$ cat config.mk
export PLATFORM = sky130hd
export DESIGN_NAME = flash_led_pump_mode_control
export DESIGN_NICKNAME = d
export VERILOG_FILES = /design/src/design/pump_ctrl_pkg.sv /design/src/design/input_sync.sv /design/src/design/soft_start_ramp.sv /design/src/design/flash_led_pump_mode_control.sv
export VERILOG_INCLUDE_DIRS = /design/src /design/src/design
export SDC_FILE = /design/constraint.sdc
export NUM_CORES = 1
export LEC_CHECK = 0
export ABC_AREA = 1
export BUFFER_PORTS_ARGS = -buffer_cell sky130_fd_sc_hd__buf_2
export CAP_MARGIN = 30
export CORE_MARGIN = 2
export CORE_UTILIZATION = 30
export CTS_CLUSTER_DIAMETER = 60
export DETAILED_ROUTE_END_ITERATION = 7
export HOLD_SLACK_MARGIN = 0.12
export SKIP_LAST_GASP = 1
export SYNTH_ARGS = -nofsm -noshare
export SYNTH_HDL_FRONTEND = slang
export SYNTH_SLANG_ARGS = --single-unit
$ cat constraint.sdc
create_clock -name pclk -period 2 [get_ports pclk]
set_clock_uncertainty 0.15 [all_clocks]
set_input_delay 0.1 -clock pclk [delete_from_list [all_inputs] [get_ports pclk]]
set_output_delay 0.1 -clock pclk [all_outputs]
set_load 0.02 [all_outputs]
$ cat src/design/pump_ctrl_regs.svh
// Register offsets, field positions, reset values and timing figures of the pump control
`ifndef PUMP_CTRL_REGS_SVH
`define PUMP_CTRL_REGS_SVH
// Register byte addresses
`define CFG_ADDR 12'h000
`define STATUS_ADDR 12'h004
// Configuration register: soft-start ramp increment
`define CFG_RESET 8'h01
`define CFG_STEP_MSB 7
// Status register fields
`define STAT_EN_BIT 0
`define STAT_FLASH_BIT 1
`define STAT_TIMEOUT_BIT 2
`define STAT_SINKS_BIT 3
`define STAT_GAIN_LSB 4
`define STAT_GAIN_MSB 5
`define STAT_REF_LSB 8
`define STAT_REF_MSB 15
// Timing figures
`define CLK_PERIOD_NS 50
`define NS_PER_MS 1000000
`define TORCH_STEP_MS 125
`define FLASH_STEP_MS 2
`define FLASH_TIMEOUT_MS 1000
`define RAMP_TICK_NS 1000
`endif

$ cat src/design/pump_ctrl_pkg.sv
// Types shared by the pump mode control design
package pump_ctrl_pkg;
   // Sequencer states
   typedef enum logic [2:0] {ST_OFF, ST_SOFTSTART, ST_WAIT_REG, ST_RUN, ST_TIMEOUT} state_e;
   // Pump gain settings, ordered so that a larger code is a larger gain
   typedef enum logic [1:0] {GAIN_1X, GAIN_1P5X, GAIN_2X} gain_e;
endpackage : pump_ctrl_pkg

$ cat src/design/input_sync.sv
// Two-stage synchronisers for asynchronous pin and comparator inputs
`timescale 1ns/1ps
module input_sync #(
   parameter int WIDTH = 6
) (
   input wire logic pclk,
   input wire logic presetn,
   input wire logic [WIDTH-1:0] async_in,
   output logic [WIDTH-1:0] sync_out
);
   // One pair of flops per bit; the first flop feeds only the second
   genvar i;
   generate
      for (i = 0; i < WIDTH; i++) begin : g_bit
         logic meta_ff; // First stage, may go metastable
         logic sync_ff; // Second stage, safe to decode
         // Reset to low so a floating pin reads as off
         always_ff @(posedge pclk or negedge presetn) begin
            if (!presetn) begin
               meta_ff <= 1'b0;
               sync_ff <= 1'b0;
            end else begin
               meta_ff <= async_in[i];
               sync_ff <= meta_ff;
            end
         end
         assign sync_out[i] = sync_ff;
      end
   endgenerate
endmodule : input_sync

$ cat src/design/soft_start_ramp.sv
// Reference ramp generator for soft start
`timescale 1ns/1ps
module soft_start_ramp #(
   parameter int WIDTH = 8,
   parameter int TICK_CYC = 20
) (
   input wire logic pclk,
   input wire logic presetn,
   input wire logic run,
   input wire logic [WIDTH-1:0] step,
   output logic [WIDTH-1:0] ref_level,
   output logic ramp_done
);
   localparam logic [WIDTH-1:0] REF_MAX = '1;
   logic [15:0] div_ff; // Tick divider
   logic tick; // One-cycle enable at the ramp rate
   logic [WIDTH-1:0] ref_ff; // Present reference
   logic [WIDTH:0] sum; // Unclipped next reference

   assign tick = (div_ff == 16'(TICK_CYC - 1));
   assign sum = {1'b0, ref_ff} + {1'b0, step};

   // Divider runs only while ramping so every ramp starts from a fresh tick
   always_ff @(posedge pclk or negedge presetn) begin
      if (!presetn) begin
         div_ff <= 16'h0000;
      end else if (!run || tick) begin
         div_ff <= 16'h0000;
      end else begin
         div_ff <= div_ff + 16'h0001;
      end
   end

   // Reference climbs in bounded steps and saturates at full scale
   always_ff @(posedge pclk or negedge presetn) begin
      if (!presetn) begin
         ref_ff <= '0;
      end else if (!run) begin
         ref_ff <= '0;
      end else if (tick) begin
         ref_ff <= sum[WIDTH] ? REF_MAX : sum[WIDTH-1:0];
      end
   end

   assign ref_level = ref_ff;
   assign ramp_done = (ref_ff == REF_MAX);
endmodule : soft_start_ramp

$ cat src/design/flash_led_pump_mode_control.sv
// Mode, start-up, gain and flash timeout control of the flash LED charge pump
// Operation
// - Enable low: everything off, output disconnected
// - Torch level unless flash selected, hold low
// - Transmit hold forces torch level while high
// - Sink select high disables fourth sink
// - Control inputs active high, undriven reads low
// - Gain only steps upward while enabled
// - Step takes 125ms torch, 2ms flash
// - Reached gain held while enable stays high
// - Re-enable restarts from lowest gain
// - Raise gain when sinks lose regulation
// - Sinks turn on after output reaches regulation
// - Soft start ramps reference, limits inrush
// - Flash select over 1s: sinks off
// - Timeout holds until enable goes low
// - Timeout timer paused during transmit hold
//
// Our own choices: the address map and register access over APB.
`timescale 1ns/1ps
`include "pump_ctrl_regs.svh"
module flash_led_pump_mode_control
   import pump_ctrl_pkg::*;
#(
   parameter int TORCH_STEP_CYC = `TORCH_STEP_MS * `NS_PER_MS / `CLK_PERIOD_NS,
   parameter int FLASH_STEP_CYC = `FLASH_STEP_MS * `NS_PER_MS / `CLK_PERIOD_NS,
   parameter int TIMEOUT_CYC = `FLASH_TIMEOUT_MS * `NS_PER_MS / `CLK_PERIOD_NS,
   parameter int CNT_W = 25,
   parameter int REF_W = 8
) (
   input wire logic pclk,
   input wire logic presetn,
   // APB slave
   input wire logic psel,
   input wire logic penable,
   input wire logic pwrite,
   input wire logic [11:0] paddr,
   input wire logic [31:0] pwdata,
   output logic [31:0] prdata,
   output logic pready,
   output logic pslverr,
   // Control pins
   input wire logic master_enable,
   input wire logic torch_flash_select,
   input wire logic pa_transmit_hold,
   input wire logic sink_count_select,
   // Analog monitors
   input wire logic output_in_regulation,
   input wire logic sink_out_of_regulation,
   // Analog controls
   output logic pump_enable,
   output logic pump_output_connect,
   output logic [1:0] pump_gain,
   output logic [REF_W-1:0] reference_level,
   output logic flash_level_select,
   output logic [3:0] sink_enable,
   output logic timeout_active
);
   localparam int TICK_CYC = `RAMP_TICK_NS / `CLK_PERIOD_NS;

   // Synchronised inputs
   logic [5:0] sync_w;
   logic en_s; // Master enable
   logic tf_s; // Torch/flash select
   logic tx_s; // Transmit hold
   logic sel_s; // Three-sink select
   logic reg_s; // Pump output in regulation
   logic oor_s; // Sinks out of regulation

   // Sequencer and control state
   state_e state_ff;
   state_e nxt_state;
   gain_e gain_ff;
   logic [CNT_W-1:0] step_cnt_ff; // Out-of-regulation persistence count
   logic [CNT_W-1:0] to_cnt_ff; // Flash on-time count
   logic [CNT_W-1:0] step_lim; // Persistence needed for a step
   logic flash_act; // Flash level demanded
   logic step_hit; // Gain step due this cycle
   logic to_hit; // Flash timeout reached this cycle
   logic ramp_run; // Soft start ramp running
   logic ramp_done; // Ramp at full scale
   logic [REF_W-1:0] ref_w; // Ramp output
   logic [7:0] cfg_step_ff; // Software ramp increment
   logic [31:0] status_w; // Status word
   logic [31:0] prdata_ff; // Read data latched in setup
   logic addr_ok; // Mapped address

   // Every pin and comparator is asynchronous to pclk
   input_sync #(
      .WIDTH(6)
   ) u_sync (
      .pclk(pclk),
      .presetn(presetn),
      .async_in({sink_out_of_regulation, output_in_regulation, sink_count_select,
                 pa_transmit_hold, torch_flash_select, master_enable}),
      .sync_out(sync_w)
   );

   // Synchroniser resets low, so an undriven pin decodes as off
   assign en_s = sync_w[0];
   assign tf_s = sync_w[1];
   assign tx_s = sync_w[2];
   assign sel_s = sync_w[3];
   assign reg_s = sync_w[4];
   assign oor_s = sync_w[5];

   // Flash level needs flash select and no transmit hold
   assign flash_act = tf_s && !tx_s;

   // Persistence limit follows the present current level
   assign step_lim = flash_act ? CNT_W'(FLASH_STEP_CYC - 1) :
                                 CNT_W'(TORCH_STEP_CYC - 1);

   // A step is due once the fault has lasted the whole limit
   assign step_hit = (state_ff != ST_OFF) && oor_s && (gain_ff != GAIN_2X) &&
                     (step_cnt_ff >= step_lim);

   // Timeout trips only while flash level runs with sinks on
   assign to_hit = (state_ff == ST_RUN) && flash_act &&
                   (to_cnt_ff == CNT_W'(TIMEOUT_CYC - 1));

   // Ramp runs from enable until enable drops, through run and timeout as well
   assign ramp_run = (state_ff != ST_OFF);

   // Soft start reference ramp
   soft_start_ramp #(
      .WIDTH(REF_W),
      .TICK_CYC(TICK_CYC)
   ) u_ramp (
      .pclk(pclk),
      .presetn(presetn),
      .run(ramp_run),
      .step(cfg_step_ff[REF_W-1:0]),
      .ref_level(ref_w),
      .ramp_done(ramp_done)
   );

   // Sequencer next state
   always_comb begin
      nxt_state = state_ff;
      case (state_ff)
         // Wait for enable
         ST_OFF: begin
            if (en_s) begin
               nxt_state = ST_SOFTSTART;
            end
         end
         // Reference ramping, sinks still off
         ST_SOFTSTART: begin
            if (ramp_done) begin
               nxt_state = ST_WAIT_REG;
            end
         end
         // Pump running, wait for output regulation
         ST_WAIT_REG: begin
            if (reg_s) begin
               nxt_state = ST_RUN;
            end
         end
         // Normal operation
         ST_RUN: begin
            if (to_hit) begin
               nxt_state = ST_TIMEOUT;
            end
         end
         // Latched until enable drops
         ST_TIMEOUT: begin
            nxt_state = ST_TIMEOUT;
         end
         default: begin
            nxt_state = ST_OFF;
         end
      endcase
      // Enable low overrides every state
      if (!en_s) begin
         nxt_state = ST_OFF;
      end
   end

   // Sequencer state register
   always_ff @(posedge pclk or negedge presetn) begin
      if (!presetn) begin
         state_ff <= ST_OFF;
      end else begin
         state_ff <= nxt_state;
      end
   end

   // Persistence counter restarts whenever the fault clears
   always_ff @(posedge pclk or negedge presetn) begin
      if (!presetn) begin
         step_cnt_ff <= '0;
      end else if (state_ff == ST_OFF || !oor_s || step_hit) begin
         step_cnt_ff <= '0;
      end else if (gain_ff != GAIN_2X) begin
         step_cnt_ff <= step_cnt_ff + CNT_W'(1);
      end
   end

   // Gain only climbs; shutdown is the only way back to 1x
   always_ff @(posedge pclk or negedge presetn) begin
      if (!presetn) begin
         gain_ff <= GAIN_1X;
      end else if (state_ff == ST_OFF) begin
         gain_ff <= GAIN_1X;
      end else if (step_hit) begin
         // One step per full persistence interval
         gain_ff <= (gain_ff == GAIN_1X) ? GAIN_1P5X : GAIN_2X;
      end
      // Otherwise the reached gain is held
   end

   // Flash on-time: cleared by torch, frozen by transmit hold
   always_ff @(posedge pclk or negedge presetn) begin
      if (!presetn) begin
         to_cnt_ff <= '0;
      end else if (state_ff != ST_RUN || !tf_s) begin
         to_cnt_ff <= '0;
      end else if (tx_s) begin
         to_cnt_ff <= to_cnt_ff;
      end else if (!to_hit) begin
         to_cnt_ff <= to_cnt_ff + CNT_W'(1);
      end
   end

   // Pump and output switch follow the sequencer
   always_ff @(posedge pclk or negedge presetn) begin
      if (!presetn) begin
         pump_enable <= 1'b0;
         pump_output_connect <= 1'b0;
         timeout_active <= 1'b0;
      end else begin
         // Pump stays up in timeout so the output keeps its charge
         pump_enable <= (state_ff != ST_OFF);
         pump_output_connect <= (state_ff != ST_OFF);
         timeout_active <= (state_ff == ST_TIMEOUT);
      end
   end

   // Sinks conduct only in run; fourth one obeys the select pin
   always_ff @(posedge pclk or negedge presetn) begin
      if (!presetn) begin
         sink_enable <= 4'h0;
      end else if (state_ff == ST_RUN) begin
         sink_enable <= {!sel_s, 3'h7};
      end else begin
         sink_enable <= 4'h0;
      end
   end

   // Current level and analog gain code
   always_ff @(posedge pclk or negedge presetn) begin
      if (!presetn) begin
         flash_level_select <= 1'b0;
         pump_gain <= 2'h0;
         reference_level <= '0;
      end else begin
         flash_level_select <= flash_act && (state_ff != ST_OFF);
         pump_gain <= gain_ff;
         reference_level <= ref_w;
      end
   end

   // APB: zero wait states, read data captured in setup
   assign addr_ok = (paddr == `CFG_ADDR) || (paddr == `STATUS_ADDR);
   assign pready = 1'b1;
   assign pslverr = psel && penable && !addr_ok;
   assign prdata = prdata_ff;

   // Status word assembly; unused bits read zero
   always_comb begin
      status_w = 32'h0000_0000;
      status_w[`STAT_EN_BIT] = (state_ff != ST_OFF);
      status_w[`STAT_FLASH_BIT] = flash_level_select;
      status_w[`STAT_TIMEOUT_BIT] = (state_ff == ST_TIMEOUT);
      status_w[`STAT_SINKS_BIT] = (state_ff == ST_RUN);
      status_w[`STAT_GAIN_MSB:`STAT_GAIN_LSB] = gain_ff;
      status_w[`STAT_REF_MSB:`STAT_REF_LSB] = ref_w;
   end

   // Configuration write in the access phase
   always_ff @(posedge pclk or negedge presetn) begin
      if (!presetn) begin
         cfg_step_ff <= `CFG_RESET;
      end else if (psel && penable && pwrite && paddr == `CFG_ADDR) begin
         cfg_step_ff <= pwdata[`CFG_STEP_MSB:0];
      end
   end

   // Read data latched in setup so it stands through the access phase
   always_ff @(posedge pclk or negedge presetn) begin
      if (!presetn) begin
         prdata_ff <= 32'h0000_0000;
      end else if (psel && !penable && !pwrite) begin
         if (paddr == `CFG_ADDR) begin
            prdata_ff <= {24'h000000, cfg_step_ff};
         end else if (paddr == `STATUS_ADDR) begin
            prdata_ff <= status_w;
         end else begin
            prdata_ff <= 32'h0000_0000; // Unmapped reads zero
         end
      end
   end
endmodule : flash_led_pump_mode_control

==> flow_metrics.env <==
export IMPL_ys_ff_latch=130
export IMPL_grt_first_pass_wirelength_um=30400
export IMPL_drt_iter0_markers=394
export IMPL_reg2reg_to="step_cnt_ff[9]"
export IMPL_placement_rows=56
export IMPL_drive_gt1_share_pct=27.0
export IMPL_timing_final_crit_period_ps=2120
export IMPL_crit_path_cell_trace="inv_2 > nand2_8 > ha_4 > nand3_2 > nor2_2 > nand3_1 > nor2_1 > nand3_1 > nand3_2 > nor2_4 > buf_6 > buf_6 > nand4_1 > nand2_1"
export IMPL_post_synth_and_or_nand_nor_area_fraction_pct=29.3
export IMPL_cts_clk_slew_worst_paths_ps=70
export IMPL_layoutNonFillerInstCount=1438
export IMPL_synth_cell_type_count=38
export IMPL_cp_required_ps=2160
export IMPL_grt_start_max_net_pins=49
export IMPL_yosysTopAreaCell="dfrtp_1"
export IMPL_clk_root_buffer_cell="clkbuf_16"
export IMPL_reg2reg_depth=14
export IMPL_rrSetupSlack_ps=-120
export IMPL_detailroute_via_count=6649
export IMPL_clock_latency_ps=420
export IMPL_fmax_ghz=0.472
export IMPL_yosys_area_share_xor_xnor_pct=4.05
export IMPL_ir_drop_mv=0.547
export IMPL_sequential_cell_area_sq_um=3260
export IMPL_arrival_ps=2280
export IMPL_report_final_hold_viol_count=0
export IMPL_ys_top_cells_by_area="dfrtp_1 45%, nand2_1 12%, inv_1 5.5%"
export IMPL_post_synth_mux_area_share_pct=0
export IMPL_hold_path_cell_count=8
export IMPL_critPathMaxFanout=6
export IMPL_report_final_slew_viol_count=0
export IMPL_wl_per_cell_um=13.5
export IMPL_slowest_stage="dfrtp_1"
export IMPL_rsz0062_at_grt="yes"
export IMPL_layout_cell_area_non_filler_sq_um=9800
export IMPL_leakage_nw=4.65
export IMPL_timing_slew_headroom_pct=66.3
export IMPL_nFillCells=2360
export IMPL_worst_hold_path_type="in2reg"
export IMPL_synth_top_family_by_area="simple AND/OR/NAND/NOR gates"
export IMPL_reg2reg_from="u_sync.g_bit[2].sync_ff"
export IMPL_yosys_area_top_type_share_pct=45.2
export IMPL_grt_antenna_before_repair=0
export IMPL_top_level_ports=107
export IMPL_n_antenna_cell=0
export IMPL_hold_path_startpoint="paddr[8]"
export IMPL_first_global_vias=6193
export IMPL_h_tree_depth=4
export IMPL_ctsLongestPathBuffers=2
export IMPL_synth_seq_area_share_pct=45.6
export IMPL_cts_made_buffers=17
export IMPL_initial_standard_cell_utilization_of_the_core_pct=30.5
export IMPL_startpoint_type="flip-flop"
export IMPL_drt_drc_violations_left=0
export IMPL_finalWirelength_um=19300
export IMPL_placement_cell_area_sq_um=8320
export IMPL_gr_usage_all_layers_pct=15.5
export IMPL_count_of_flip_flops_with_a_built_in_enable_after_synthesis=0
export IMPL_synthesis_area_per_instance_sq_um=7.77
export IMPL_critical_path_startpoint="u_sync.g_bit[2].sync_ff"
export IMPL_syn_cell_area_sq_um=7140
export IMPL_worst_slew_pin_transition_ps=501
export IMPL_hold_worst_slack_ps=135
export IMPL_floorplan_core_area_sq_um=23400
export IMPL_cp_slowest_stage_delay_ps=390
export IMPL_violations_in_the_final_reports="setup timing"
export IMPL_fin_crit_sh_pct=106
export IMPL_timing_final_ws_setup_ps=-118
export IMPL_synth_top_flop_cell="dfrtp_1"
export IMPL_finalSetupViolCount=26
export IMPL_die_area_sq_um=25100
export IMPL_maxCapViolCount=0
export IMPL_detail_route_vias_per_cell=4.62
export IMPL_floorplan_die_height_um=158
export IMPL_areaGrowthSynthToFinish_pct=37.2
export IMPL_final_antenna_net_count=0
export IMPL_drt_pass1_iter_count=5
export IMPL_die_width_um=158
export IMPL_clock_sink_count=130
export IMPL_critical_path_class="reg2reg"
export IMPL_place_gp_congestion=0.912
export IMPL_port_buffers=65
export IMPL_hold_path_endpoint="prdata[4]"
export IMPL_dp_final_hpwl_um=13800
export IMPL_area_of_combinational_cells_with_multiple_inputs_sq_um=3730
export IMPL_synth_adder_area_share_pct=2.91
export IMPL_finalNetCount=1177
export IMPL_synth_cells=919
export IMPL_status="finished, violations left"
export IMPL_synthesized_area_fraction_occupied_by_ao_oa_aoi_and_oai_cells_pct=8.74
export IMPL_cts_tree="yes"
export IMPL_power_per_cell_area_nw_per_um2=706
export IMPL_synth_async_sr_flop_share_pct=100
export IMPL_grt_overflow_total=0
export IMPL_number_of_cells_in_the_design_after_placement=1357
export IMPL_worstSetupEndpointType="flip-flop"
export IMPL_synth_warnings=0
export IMPL_finish_utilization_pct=41.9
==> power by group <==
group	internal (W)	switching [W]	leakage (nW)	total (W)
clock	0.00177	0.00133	0.284	0.00310
combinational	0.000334	0.000685	2.60	0.00102
sequential	0.00272	0.0000844	1.77	0.00280
total	0.00482	0.00209	4.65	0.00692
==> layout make-up <==
class	count	share of cell area, %
Sequential cell	130	33.3
Multi-Input combinational cell	653	38.0
Clock buffer	17	4.34
Inverter	116	4.53
Timing Repair inverter	3	0.204
Clock inverter	15	1.63
Timing Repair Buffer	185	13.9
Tap cell	319	4.07
==> logic make-up (layout without fill, tap and decap cells) <==
group | count (synthesis) | count (layout)
and+or+nand+nor | 475 | 477
buffers and inverters | 153 | 336
DFF | 130 | 130
AOI/OAI and AO/OA | 110 | 110
xor gates and xnor gates | 33 | 33
adders and majority gates | 16 | 16
other | 2 | 17
==> placed cells by master (no fill, tap or decap), types with 19 or more instances in the layout <==
master,synthesis,routed
xor2_1,28,28
nand3_1,61,50
nand2_1,229,221
nor3_1,28,26
o21ai_0,54,43
buf_2,7,65
dfrtp_1,129,125
inv_1,105,100
nor2_1,98,86
dlygate4sd3_1,0,28
buf_4,20,81
a21oi_1,31,19
a21oi_2,11,20
nand4_1,22,22
==> how the worst max path moves through the flow <==
| stage | to | slack, ps | depth (start not counted) |
|---|---|---|---|
| 2_1_floorplan | step_cnt_ff[0] | -3 | 13 |
| 3_3_place_gp | step_cnt_ff[10] | -90 | 12 |
| 3_5_place_dp | step_cnt_ff[8] | -140 | 12 |
| 4_1_cts | u_ramp.ref_level[6] | -70 | 12 |
| 5_1_grt | u_ramp.ref_level[6] | -270 | 12 |
| 6_report | step_cnt_ff[9] | -120 | 14 |
==> metal layers <==
metal	share of wire (%)	vias up	track usage, %
met5	0	-	0
met2	47	162	24.9
li1	-	3318	-
met1	47	3142	21.2
met4	1.9	0	5.45
met3	4.1	27	2.72
==> per-stage QoR <==
step	setup TNS [ps]	power, W	setup WS (ps)
6_report	-1990	0.00692	-118
5_1_grt	-6140	0.00723	-266
4_1_cts	-244	0.00685	-68.7
3_5_place_dp	-2940	0.00370	-136
3_3_place_gp	-1780	0.00369	-85.2
2_1_floorplan	-2.52	0.00338	-2.52
==> worst max-delay path, delay by kind of cell (launching register included) <==
kind | cells | cell delay (ps)
DFF | 1 | 390
adders and majority gates | 1 | 320
buffers and inverters | 3 | 350
and+or+nand+nor | 10 | 800
==> state kept, by name (all words and copies together), names as in the netlist <==
register              flops
u_sync.g_bit.sync_ff      6
to_cnt_ff                25
flash_level_select        1
state_ff                  3
reference_level           8
prdata                   16
u_sync.g_bit.meta_ff      6
sink_enable               2
u_ramp.ref_level          8
pump_gain                 2
gain_ff                   2
step_cnt_ff              25
u_ramp.div_ff            16
pump_output_connect       1
timeout_active            1
cfg_step_ff               8
==> repair_timing <==
item | CTS | global route
setup endpoints to repair | 32 | 68
hold buffers | 28 | 0
gates cloned | 0 | 6
buffers inserted | 4 | 12
endpoints found under the hold margin | 150 | 0
resized for setup | 18 | 97
pin swaps | 3 | 27
==> synth_stat cells, types with 2 or more instances <==
cell type	count
inv_2	10
nand4_1	22
nor3b_1	3
nand2_1	229
nor2_4	2
nand2_2	2
nor4_1	10
conb_1	2
nand3b_1	8
buf_4	20
o21ai_0	54
nor3_2	2
a21oi_1	31
clkbuf_1	9
nor2_2	3
xor2_1	28
buf_2	7
o31ai_1	10
or2_2	2
xnor2_1	5
ha_1	15
inv_1	105
a21oi_2	11
dfrtp_1	129
o211ai_1	3
nand3_1	61
nor3_1	28
nor2_1	98
Note: power is estimated with default switching activity, not from simulation.
